$ cat src/acp_pkg.sv
// shared constants and types for the active clamp pwm control block
package acp_pkg;
  localparam int unsigned ACP_CLK_HZ = 20000000;
  localparam int unsigned ACP_FILT_NS = 2000;
  // least time rounds up to whole cycles
  localparam int unsigned ACP_FILT_CYC = (ACP_FILT_NS * (ACP_CLK_HZ / 1000000) + 999) / 1000;
  localparam int unsigned ACP_CNT_W = 8;
  localparam logic [ACP_CNT_W-1:0] ACP_FILT_LAST = ACP_CNT_W'(ACP_FILT_CYC - 1);
  localparam int unsigned ACP_DT_W = 8;
  localparam int unsigned ACP_NGATE = 4;
  localparam int unsigned ACP_G_MAIN = 0;
  localparam int unsigned ACP_G_CLAMP = 1;
  localparam int unsigned ACP_G_FWD = 2;
  localparam int unsigned ACP_G_FREE = 3;
  localparam logic [ACP_DT_W-1:0] ACP_DT_ZERO = 8'h00;
  localparam logic [ACP_DT_W-1:0] ACP_DT_ONE = 8'h01;
  typedef enum logic [1:0] {
    ACP_SS_IDLE,
    ACP_SS_START,
    ACP_SS_STOP,
    ACP_SS_DUMP
  } acp_ss_t;
endpackage : acp_pkg

$ cat src/acp_gate_if.sv
// gate request and dead time bundle between controller and delay stages
`timescale 1ns/100ps
interface acp_gate_if;
  logic [acp_pkg::ACP_NGATE-1:0] want;
  logic [acp_pkg::ACP_NGATE-1:0] force_en;
  logic [acp_pkg::ACP_NGATE-1:0] force_val;
  logic [acp_pkg::ACP_NGATE*acp_pkg::ACP_DT_W-1:0] dt_on;
  logic [acp_pkg::ACP_NGATE*acp_pkg::ACP_DT_W-1:0] dt_off;
  logic [acp_pkg::ACP_NGATE-1:0] gate;
  modport ctrl (output want, output force_en, output force_val, output dt_on, output dt_off,
    input gate);
  modport dly (input want, input force_en, input force_val, input dt_on, input dt_off,
    output gate);
endinterface : acp_gate_if

$ cat src/acp_deadtime.sv
// per-gate turn-on and turn-off dead time generator with fault override
`timescale 1ns/100ps
module acp_deadtime (
  input wire logic sys_clk_i,
  input wire logic rst_b_i,
  acp_gate_if.dly gif
);
  genvar g;
  generate
    for (g = 0; g < acp_pkg::ACP_NGATE; g++)
    begin : g_gate
      logic [acp_pkg::ACP_DT_W-1:0] cnt_q;
      logic [acp_pkg::ACP_DT_W-1:0] cnt_d;
      logic gate_q;
      logic gate_d;
      wire logic [acp_pkg::ACP_DT_W-1:0] dly_w = gif.want[g] ?
        gif.dt_on[g*acp_pkg::ACP_DT_W +: acp_pkg::ACP_DT_W] :
        gif.dt_off[g*acp_pkg::ACP_DT_W +: acp_pkg::ACP_DT_W];
      wire logic differ_w = gif.want[g] != gate_q;
      wire logic expired_w = cnt_q >= dly_w;
      // fault force bypasses the counter entirely
      assign gate_d = gif.force_en[g] ? gif.force_val[g] :
        ((differ_w && expired_w) ? gif.want[g] : gate_q);
      assign cnt_d = (gif.force_en[g] || !differ_w || expired_w) ? acp_pkg::ACP_DT_ZERO :
        cnt_q + acp_pkg::ACP_DT_ONE;
      always_ff @(posedge sys_clk_i or negedge rst_b_i)
      begin
        if (!rst_b_i)
        begin
          gate_q <= 1'b0;
          cnt_q <= acp_pkg::ACP_DT_ZERO;
        end
        else
        begin
          gate_q <= gate_d;
          cnt_q <= cnt_d;
        end
      end
      assign gif.gate[g] = gate_q;
      a_force_follows: assert property (@(posedge sys_clk_i) disable iff (!rst_b_i)
        gif.force_en[g] |=> gate_q == $past(gif.force_val[g]))
        else $error("forced gate level not applied");
      a_zero_dt_passes: assert property (@(posedge sys_clk_i) disable iff (!rst_b_i)
        (!gif.force_en[g] && differ_w && dly_w == acp_pkg::ACP_DT_ZERO)
          |=> gate_q == $past(gif.want[g]))
        else $error("zero dead time did not pass through");
    end
  endgenerate
endmodule : acp_deadtime

$ cat src/acp_uv_filter.sv
// glitch filter: output sets only after input holds for the filter time, clears as soon as input drops
`timescale 1ns/100ps
module acp_uv_filter (
  input wire logic sys_clk_i,
  input wire logic rst_b_i,
  input wire logic raw_i,
  output logic flag_o
);
  logic [acp_pkg::ACP_CNT_W-1:0] cnt_q;
  logic flag_q;
  wire logic hold_w = raw_i && !flag_q;
  wire logic done_w = cnt_q >= acp_pkg::ACP_FILT_LAST;
  always_ff @(posedge sys_clk_i or negedge rst_b_i)
  begin
    if (!rst_b_i)
    begin
      cnt_q <= '0;
      flag_q <= 1'b0;
    end
    else
    begin
      cnt_q <= (hold_w && !done_w) ? cnt_q + 1'b1 : '0;
      // clears as soon as the comparator drops
      flag_q <= raw_i && (flag_q || done_w);
    end
  end
  assign flag_o = flag_q;
  a_short_pulse: assert property (@(posedge sys_clk_i) disable iff (!rst_b_i)
    $rose(flag_q) |-> $past(raw_i, 1) && $past(raw_i, 2))
    else $error("fault flag set by a short pulse");
  a_clear_drop: assert property (@(posedge sys_clk_i) disable iff (!rst_b_i)
    !raw_i |=> !flag_q)
    else $error("fault flag held after comparator dropped");
endmodule : acp_uv_filter

$ cat src/acp_ctrl.sv
`timescale 1ns/100ps
module acp_ctrl (
  input wire logic sys_clk_i,
  input wire logic rst_b_i,
  input wire logic vref_uv_raw_i,
  input wire logic supply_uv_raw_i,
  input wire logic line_uv_raw_i,
  input wire logic thermal_shutdown_flag_i,
  input wire logic ramp_lv_low_i,
  input wire logic ramp_lv_high_i,
  input wire logic res_open_i,
  input wire logic pulse_oc_cmp_i,
  input wire logic hiccup_oc_cmp_i,
  input wire logic pwm_cmp_i,
  input wire logic zero_duty_hi_i,
  input wire logic zero_duty_lo_i,
  input wire logic ss_restart_i,
  input wire logic ss_at_ref_i,
  input wire logic ss_below_fb_i,
  input wire logic osc_clk_i,
  input wire logic maxduty_i,
  input wire logic sync_i,
  input wire logic master_i,
  input wire logic [31:0] dt_on_i,
  input wire logic [31:0] dt_off_i,
  output logic main_gate_o,
  output logic clamp_gate_o,
  output logic forward_rect_gate_o,
  output logic freewheel_rect_gate_o,
  output logic master_clock_out_o,
  output logic sync_clock_o,
  output logic pulse_sense_pulldown_o,
  output logic hiccup_sense_pulldown_o,
  output logic line_hyst_src_o,
  output logic ss_charge_o,
  output logic ss_cc_discharge_o,
  output logic ss_dump_o,
  output logic ramp_precharge_o,
  output logic ref_sel_softstart_o,
  output logic pulse_overcurrent_flag_o,
  output logic hiccup_overcurrent_flag_o,
  output logic zero_duty_flag_o,
  output logic ramp_low_voltage_flag_o,
  output logic fault_o
);
  // two-flop synchronisers for all asynchronous comparator inputs
  localparam int unsigned NSYNC = 17;
  wire logic [NSYNC-1:0] raw_w = {sync_i, maxduty_i, osc_clk_i, ss_below_fb_i, ss_at_ref_i,
    ss_restart_i, zero_duty_lo_i, zero_duty_hi_i, pwm_cmp_i, hiccup_oc_cmp_i, pulse_oc_cmp_i,
    res_open_i, ramp_lv_high_i, ramp_lv_low_i, thermal_shutdown_flag_i, line_uv_raw_i,
    supply_uv_raw_i};
  logic [NSYNC-1:0] s1_q;
  logic [NSYNC-1:0] s2_q;
  always_ff @(posedge sys_clk_i or negedge rst_b_i)
  begin
    if (!rst_b_i)
    begin
      s1_q <= '0;
      s2_q <= '0;
    end
    else
    begin
      s1_q <= raw_w;
      s2_q <= s1_q;
    end
  end
  wire logic sup_uv_s = s2_q[0];
  wire logic line_uv_s = s2_q[1];
  wire logic tsd_s = s2_q[2];
  wire logic lv_low_s = s2_q[3];
  wire logic lv_high_s = s2_q[4];
  wire logic open_s = s2_q[5];
  wire logic poc_s = s2_q[6];
  wire logic hoc_s = s2_q[7];
  wire logic pwm_s = s2_q[8];
  wire logic zd_hi_s = s2_q[9];
  wire logic zd_lo_s = s2_q[10];
  wire logic restart_s = s2_q[11];
  wire logic at_ref_s = s2_q[12];
  wire logic ss_low_s = s2_q[13];
  wire logic osc_s = s2_q[14];
  wire logic maxd_s = s2_q[15];
  wire logic sync_s = s2_q[16];
  logic vref_uv_raw_s1_q;
  logic vref_uv_raw_s2_q;
  always_ff @(posedge sys_clk_i or negedge rst_b_i)
  begin
    if (!rst_b_i)
    begin
      vref_uv_raw_s1_q <= 1'b0;
      vref_uv_raw_s2_q <= 1'b0;
    end
    else
    begin
      vref_uv_raw_s1_q <= vref_uv_raw_i;
      vref_uv_raw_s2_q <= vref_uv_raw_s1_q;
    end
  end

  logic sup_uv_w;
  logic vref_uv_w;
  acp_uv_filter u_sup_filt (
    .sys_clk_i(sys_clk_i),
    .rst_b_i(rst_b_i),
    .raw_i(sup_uv_s),
    .flag_o(sup_uv_w)
  );
  acp_uv_filter u_vref_filt (
    .sys_clk_i(sys_clk_i),
    .rst_b_i(rst_b_i),
    .raw_i(vref_uv_raw_s2_q),
    .flag_o(vref_uv_w)
  );

  // ramp low-voltage flag: set at lower threshold, clear at higher
  logic lvp_q;
  wire logic lvp_d = lv_low_s ? 1'b1 : (lv_high_s ? 1'b0 : lvp_q);

  // switching clock: master uses own oscillator, slave the sync rising edge
  logic sync_d1_q;
  wire logic sync_rise_w = sync_s && !sync_d1_q;
  wire logic cyc_clk_w = master_i ? osc_s : sync_rise_w;
  logic cyc_d1_q;
  wire logic cyc_start_w = cyc_clk_w && !cyc_d1_q;

  // soft-start sequencing
  wire logic hard_w = sup_uv_w || vref_uv_w || lvp_q || open_s;
  wire logic soft_w = line_uv_s || tsd_s || hoc_s;
  acp_pkg::acp_ss_t ss_q;
  acp_pkg::acp_ss_t ss_d;
  always_comb
  begin
    ss_d = ss_q;
    case (ss_q)
      acp_pkg::ACP_SS_IDLE: ss_d = acp_pkg::ACP_SS_START;
      acp_pkg::ACP_SS_START: if (soft_w) ss_d = acp_pkg::ACP_SS_STOP;
      // latched until the restart level is reached and the fault is gone
      acp_pkg::ACP_SS_STOP: if (restart_s && !soft_w) ss_d = acp_pkg::ACP_SS_START;
      acp_pkg::ACP_SS_DUMP: if (!hard_w) ss_d = acp_pkg::ACP_SS_STOP;
      default: ss_d = acp_pkg::ACP_SS_DUMP;
    endcase
    if (hard_w)
    begin
      ss_d = acp_pkg::ACP_SS_DUMP;
    end
  end
  wire logic any_fault_w = hard_w || soft_w || ss_q != acp_pkg::ACP_SS_START;

  // zero duty flag with hysteresis: set at lower threshold after resume
  logic zd_q;
  wire logic zd_d = zd_q ? zd_hi_s : zd_lo_s;

  // pwm set-reset latch, reset dominant
  logic latch_q;
  wire logic latch_rst_w = pwm_s || poc_s || maxd_s || zd_q || any_fault_w;
  wire logic latch_d = latch_rst_w ? 1'b0 : (cyc_start_w ? 1'b1 : latch_q);

  // pulse overcurrent held until next cycle
  logic poc_q;
  wire logic poc_d = poc_s ? 1'b1 : (cyc_start_w ? 1'b0 : poc_q);

  always_ff @(posedge sys_clk_i or negedge rst_b_i)
  begin
    if (!rst_b_i)
    begin
      lvp_q <= 1'b0;
      sync_d1_q <= 1'b0;
      cyc_d1_q <= 1'b0;
      ss_q <= acp_pkg::ACP_SS_IDLE;
      zd_q <= 1'b0;
      latch_q <= 1'b0;
      poc_q <= 1'b0;
    end
    else
    begin
      lvp_q <= lvp_d;
      sync_d1_q <= sync_s;
      cyc_d1_q <= cyc_clk_w;
      ss_q <= ss_d;
      zd_q <= zd_d;
      latch_q <= latch_d;
      poc_q <= poc_d;
    end
  end

  // gate requests and fault forcing
  acp_gate_if gif ();
  wire logic gate_kill_w = hard_w;
  assign gif.want = {!latch_q, latch_q, !latch_q, latch_q};
  assign gif.force_en = {acp_pkg::ACP_NGATE{gate_kill_w || poc_q}};
  assign gif.force_val = {!gate_kill_w, 1'b0, 1'b0, 1'b0};
  assign gif.dt_on = dt_on_i;
  assign gif.dt_off = dt_off_i;
  acp_deadtime u_dt (
    .sys_clk_i(sys_clk_i),
    .rst_b_i(rst_b_i),
    .gif(gif.dly)
  );

  // registered outputs
  always_ff @(posedge sys_clk_i or negedge rst_b_i)
  begin
    if (!rst_b_i)
    begin
      master_clock_out_o <= 1'b0;
      sync_clock_o <= 1'b0;
      line_hyst_src_o <= 1'b0;
      ss_charge_o <= 1'b0;
      ss_cc_discharge_o <= 1'b0;
      ss_dump_o <= 1'b1;
      ramp_precharge_o <= 1'b0;
      ref_sel_softstart_o <= 1'b1;
      pulse_overcurrent_flag_o <= 1'b0;
      hiccup_overcurrent_flag_o <= 1'b0;
      zero_duty_flag_o <= 1'b0;
      ramp_low_voltage_flag_o <= 1'b0;
      fault_o <= 1'b0;
      pulse_sense_pulldown_o <= 1'b0;
      hiccup_sense_pulldown_o <= 1'b0;
    end
    else
    begin
      master_clock_out_o <= master_i && osc_s;
      sync_clock_o <= cyc_clk_w;
      pulse_sense_pulldown_o <= master_i && osc_s;
      hiccup_sense_pulldown_o <= master_i && osc_s;
      line_hyst_src_o <= !line_uv_s;
      // charge stops at the reference clamp
      ss_charge_o <= ss_d == acp_pkg::ACP_SS_START && !at_ref_s;
      ss_cc_discharge_o <= ss_d == acp_pkg::ACP_SS_STOP;
      ss_dump_o <= ss_d == acp_pkg::ACP_SS_DUMP;
      ramp_precharge_o <= lvp_d;
      ref_sel_softstart_o <= ss_low_s;
      pulse_overcurrent_flag_o <= poc_d;
      hiccup_overcurrent_flag_o <= hoc_s;
      zero_duty_flag_o <= zd_d;
      ramp_low_voltage_flag_o <= lvp_d;
      fault_o <= hard_w || soft_w;
    end
  end
  assign main_gate_o = gif.gate[acp_pkg::ACP_G_MAIN];
  assign clamp_gate_o = gif.gate[acp_pkg::ACP_G_CLAMP];
  assign forward_rect_gate_o = gif.gate[acp_pkg::ACP_G_FWD];
  assign freewheel_rect_gate_o = gif.gate[acp_pkg::ACP_G_FREE];

  a_hard_gates_low: assert property (@(posedge sys_clk_i) disable iff (!rst_b_i)
    hard_w |=> !main_gate_o && !clamp_gate_o && !forward_rect_gate_o && !freewheel_rect_gate_o)
    else $error("gates not low after hard fault");
  a_hard_dump: assert property (@(posedge sys_clk_i) disable iff (!rst_b_i)
    hard_w |=> ss_dump_o && !ss_charge_o)
    else $error("softstart not dumped on hard fault");
  // a hard fault in the following cycle takes over the gate pattern
  a_poc_freewheel: assert property (@(posedge sys_clk_i) disable iff (!rst_b_i)
    (poc_s && !hard_w) ##1 !hard_w |=> freewheel_rect_gate_o && !main_gate_o)
    else $error("pulse overcurrent gate pattern wrong");
  a_poc_flag: assert property (@(posedge sys_clk_i) disable iff (!rst_b_i)
    poc_s |=> pulse_overcurrent_flag_o)
    else $error("pulse overcurrent flag not raised");
  a_latch_reset: assert property (@(posedge sys_clk_i) disable iff (!rst_b_i)
    (pwm_s || maxd_s) |=> !latch_q)
    else $error("pwm latch not reset");
  a_zero_duty_block: assert property (@(posedge sys_clk_i) disable iff (!rst_b_i)
    zd_q |=> !latch_q)
    else $error("latch set while zero duty held");
  a_charge_clean: assert property (@(posedge sys_clk_i) disable iff (!rst_b_i)
    ss_charge_o |-> !$past(soft_w) && !$past(hard_w))
    else $error("softstart charging during fault");
  a_stop_latched: assert property (@(posedge sys_clk_i) disable iff (!rst_b_i)
    (ss_q == acp_pkg::ACP_SS_STOP && !restart_s && !hard_w) |=> ss_q == acp_pkg::ACP_SS_STOP)
    else $error("soft-stop left before restart level");
  a_soft_enter: assert property (@(posedge sys_clk_i) disable iff (!rst_b_i)
    (soft_w && !hard_w) |=> ss_q == acp_pkg::ACP_SS_STOP)
    else $error("soft fault did not enter soft-stop");
  a_lvp_set: assert property (@(posedge sys_clk_i) disable iff (!rst_b_i)
    lv_low_s |=> ramp_low_voltage_flag_o)
    else $error("ramp low-voltage flag not set");
  a_hyst_src: assert property (@(posedge sys_clk_i) disable iff (!rst_b_i)
    line_uv_s |=> !line_hyst_src_o)
    else $error("hysteresis current on during line undervolt");
  a_pulldown: assert property (@(posedge sys_clk_i) disable iff (!rst_b_i)
    1'b1 |=> pulse_sense_pulldown_o == master_clock_out_o
      && hiccup_sense_pulldown_o == master_clock_out_o)
    else $error("pull-down not tied to clock output");
endmodule : acp_ctrl

$ cat config.mk
export PLATFORM = sky130hd
export DESIGN_NAME = acp_ctrl
export DESIGN_NICKNAME = d
export VERILOG_FILES = /design/src/acp_pkg.sv /design/src/acp_gate_if.sv /design/src/acp_deadtime.sv /design/src/acp_uv_filter.sv /design/src/acp_ctrl.sv
export SDC_FILE = /design/constraint.sdc
export NUM_CORES = 1
export LEC_CHECK = 0
export BUFFER_PORTS_ARGS = -buffer_cell sky130_fd_sc_hd__buf_2
export CORE_MARGIN = 4
export CORE_UTILIZATION = 58
export CTS_CLUSTER_SIZE = 10
export DETAILED_ROUTE_END_ITERATION = 8
export GPL_TIMING_DRIVEN = 0
export PLACE_DENSITY = 0.86
export SETUP_SLACK_MARGIN = 0.02
export SKIP_CTS_REPAIR_TIMING = 1
export SYNTH_ARGS = -nofsm -noshare
export SYNTH_HDL_FRONTEND = slang
export SYNTH_SLANG_ARGS = --single-unit
$ cat constraint.sdc
create_clock -name sys_clk_i -period 3.82 [get_ports sys_clk_i]
set_input_delay 0.764 -clock sys_clk_i [delete_from_list [all_inputs] [get_ports sys_clk_i]]
set_output_delay 0.764 -clock sys_clk_i [all_outputs]
set_load 0.005 [all_outputs]
==> results_dict.tcl <==
set metrics [dict create \
    outcome "completed" \
    synth.cell_area_um2 4750 \
    clock_path_buffers 2 \
    grt_max_degree 62 \
    power-per-cell-area_nw_per_um2 359 \
    die-area_um2 9700 \
    pwr-share-clk_pct 36.0 \
    wl_mm 9.45 \
    whs_ps 356 \
    crit_chain "buf_2, buf_1, buf_2, mux2i_1, ha_1, a211oi_1, o21a_1, o21ai_0, or3_1, buf_2, nor2_1" \
    vias_per_cell 5.34 \
    synthDominantCellAreaShare_pct 54.8 \
    grt_pass1_vias 3470 \
    yosysTopAreaCell "dfrtp_1" \
    p_leak_nw 2.73 \
    cts.clk_slew.worst_paths_ps 100 \
    n_fill_cell 578 \
    max_freq_ghz 0.307 \
    cts.htree.levels 3 \
    die_x_um 98.5 \
    crit_required_ps 4120 \
    crit_type "reg -> reg" \
    maxSlewViolCount 0 \
    clkLatencyLatePin_ps 370 \
    clock-root-buffer "clkbuf_8" \
    post-route-period-util_pct 85.3 \
    syn_to_final_growth_pct 19.0 \
    fin_util_pct 72.0 \
    drv_cap 0 \
    design_area_um2 5650 \
    setup_viol 0 \
    critPathMaxStageDelay_ps 480 \
    ys_types 39 \
    n_antenna_cell 0 \
    drc 0 \
    ys_seq_area_share_pct 55.9 \
    start_util_pct 60.5 \
    power_switching_share_pct 23.9 \
    synthCells 394 \
    first_pass_iters 4 \
    p_int_mw 1.54 \
    slew-limit-headroom_pct 60.3 \
    grt.overflow.total 0 \
    ant_nets 0 \
    yosys_warnings 0 \
    cpMaxStageDelayCell "buf_1" \
    ys_ff_latch 106 \
    hold_path_class "reg -> reg" \
    drive_above_1_share_pct 27.7 \
    placement.io_buffers 103 \
    clock-sinks 106 \
    cp.arrival_ps 3560 \
    crit_path_max_fanout 10 \
    wl_per_cell_um 15.3 \
    switching_power_mw 0.485 \
    yosys-top-cells-area "dfrtp_1, ha_1, mux2i_1, xor2_1, nor2_1" \
    rsz0062_at_grt "no" \
    num_vias 3307 \
    finClkSkew_ps 9.72 \
    pin_count 104 \
    grt_use_total_pct 20.1 \
    cts_buffers 9 \
    final_hold_viol_count 0 \
    ir_worst_vdd_uv 300 \
    cts_tree "done" \
    fin_crit_ps 3260 \
    antenna_found_initial 0 \
    end_kind "flop" \
    synth_area_per_cell_um2 12.0 \
    globalplace.congestion 0.853 \
    drtIter0Drc 131 \
    cp-start-kind "flop" \
    dpl_cell_area_um2 5430 \
    worst_pin_slew_ps 596 \
    row_count 32 \
    crit_top_cell "buf_2" \
    dieHeight_um 98.5 \
    dpl.hpwl_mm 7.26 \
    pwr-share-comb_pct 6.3 \
    p_seq_share_pct 57.7 \
    grt_pass1_wl_mm 15.8 \
    final.setup.tns_ps 0 \
    layout.nets 635 \
    coreArea_um2 7850 \
]
==> worst max-delay path, delay by kind of cell, from the launching register on <==
family	cells	cell delay, ps
buf+inv	4	1240
flops	1	330
compound gates	3	620
fa+ha+maj	1	260
mux	1	230
simple gates	2	510
==> worst paths after layout <==
kind	cells after the start	endpoint	start	slack, ps
worst min register to register	0	s2_q[8]$_DFF_PN0_	s1_q[8]$_DFF_PN0_	360
worst max register to register	11	u_dt.g_gate[2].cnt_q[6]$_DFF_PN0_	latch_q$_DFFE_PN0P_	560
max in group asynchronous	2	ss_dump_o$_DFF_PN1_	rst_b_i	2710
min in group asynchronous	1	u_dt.g_gate[3].cnt_q[4]$_DFF_PN0_	rst_b_i	390
worst min-delay path	0	s2_q[8]$_DFF_PN0_	s1_q[8]$_DFF_PN0_	360
worst max-delay path	11	u_dt.g_gate[2].cnt_q[6]$_DFF_PN0_	latch_q$_DFFE_PN0P_	560
==> power groups by stage <==
stage | sequential, mW | clock (mW) | combinational (mW)
after floorplan | 1.19 | 0 | 0.0429
after global placement | 1.19 | 0 | 0.121
after detailed placement | 1.19 | 0 | 0.131
after CTS | 1.17 | 0.744 | 0.132
after global routing | 1.17 | 0.790 | 0.147
final | 1.17 | 0.729 | 0.129
==> area by class of cell <==
| class | count | area (µm²) | area share (%) |
|---|---|---|---|
| clock buffers | 9 | 124 | 2.19 |
| plain buffers | 11 | 61.3 | 1.09 |
| multi-input cells | 266 | 1990 | 35.2 |
| repair buffers | 104 | 546 | 9.66 |
| clock inverters | 7 | 92.6 | 1.64 |
| flip-flops and latches | 106 | 2660 | 47.0 |
| well taps | 102 | 128 | 2.26 |
| inverters | 14 | 52.6 | 0.930 |
==> placed cells by master, fill, tap and decap left out, types with 3 or more instances in the layout <==
cell,count
and3_1,11
ha_1,38
dfrtp_1,104
nand3_1,24
a21o_1,5
nor2_1,47
buf_2,109
o2111ai_1,3
xor2_1,21
clkbuf_8,9
xnor2_1,13
o21a_1,3
buf_4,4
or3_1,3
mux2i_1,28
o211ai_1,3
inv_1,14
nor3b_1,3
conb_1,4
inv_8,4
nor2b_1,4
mux2_2,6
nand2_1,12
a21oi_1,9
a211oi_1,3
o21ai_0,8
==> per-layer routing <==
metal | track usage [%] | vias to the layer above | part of all wire [%]
met1 | 25.4 | 1592 | 42
met2 | 33.7 | 100 | 49
met3 | 5.17 | 19 | 7.1
met5 | 0 | - | 0
met4 | 7.46 | 0 | 2.0
li1 | - | 1596 | -
==> cell usage after synthesis (all sizes together) <==
master	count
or2	1
a2111oi	2
a21oi	9
o21a	3
and2	1
nor3	2
o2111ai	3
a21o	5
and3	11
nand3b	2
a32oi	1
dfrtp	104
nor4	2
nand4	1
nand3	24
mux2	6
o21ai	8
nor3b	3
a211o	2
inv	14
buf	11
nor2	48
a31oi	2
dfstp	2
xnor2	13
or3	3
mux2i	28
nand2	12
nor2b	4
o211ai	3
conb	1
a211oi	3
and4	1
xor2	21
ha	38
==> metrics by stage <==
stage | instances | total power [mW] | setup slack, ps
floorplan | 397 | 1.23 | 1210
global placement | 602 | 1.31 | 713
detailed placement | 603 | 1.32 | 601
CTS | 619 | 2.05 | 518
global route | 619 | 2.11 | 350
finish | 619 | 2.03 | 561
==> flip-flops by register name, summed over array words and instances (netlist names), 2 cells and up <==
| signal | cells |
|---|---|
| s2_q | 17 |
| u_dt.g_gate.cnt_q | 32 |
| u_dt.g_gate.gate_q | 4 |
| ss_q | 2 |
| s1_q | 17 |
| u_sup_filt.cnt_q | 8 |
| u_vref_filt.cnt_q | 8 |
==> logic make-up (layout without fill, tap and decap cells) <==
kind of cell / Yosys count / count (layout) / synth area share, %
and+or+nand+nor: 115 / 115 / 12.0
DFF: 106 / 106 / 55.9
AOI/OAI and AO/OA: 41 / 41 / 6.01
adders and majority gates: 38 / 38 / 10.0
xor gates and xnor gates: 34 / 34 / 6.27
muxes: 34 / 34 / 7.33
buffers and inverters: 25 / 145 / 2.40
other: 1 / 4 / 0.0790
Power figures use the tool's default switching activity.
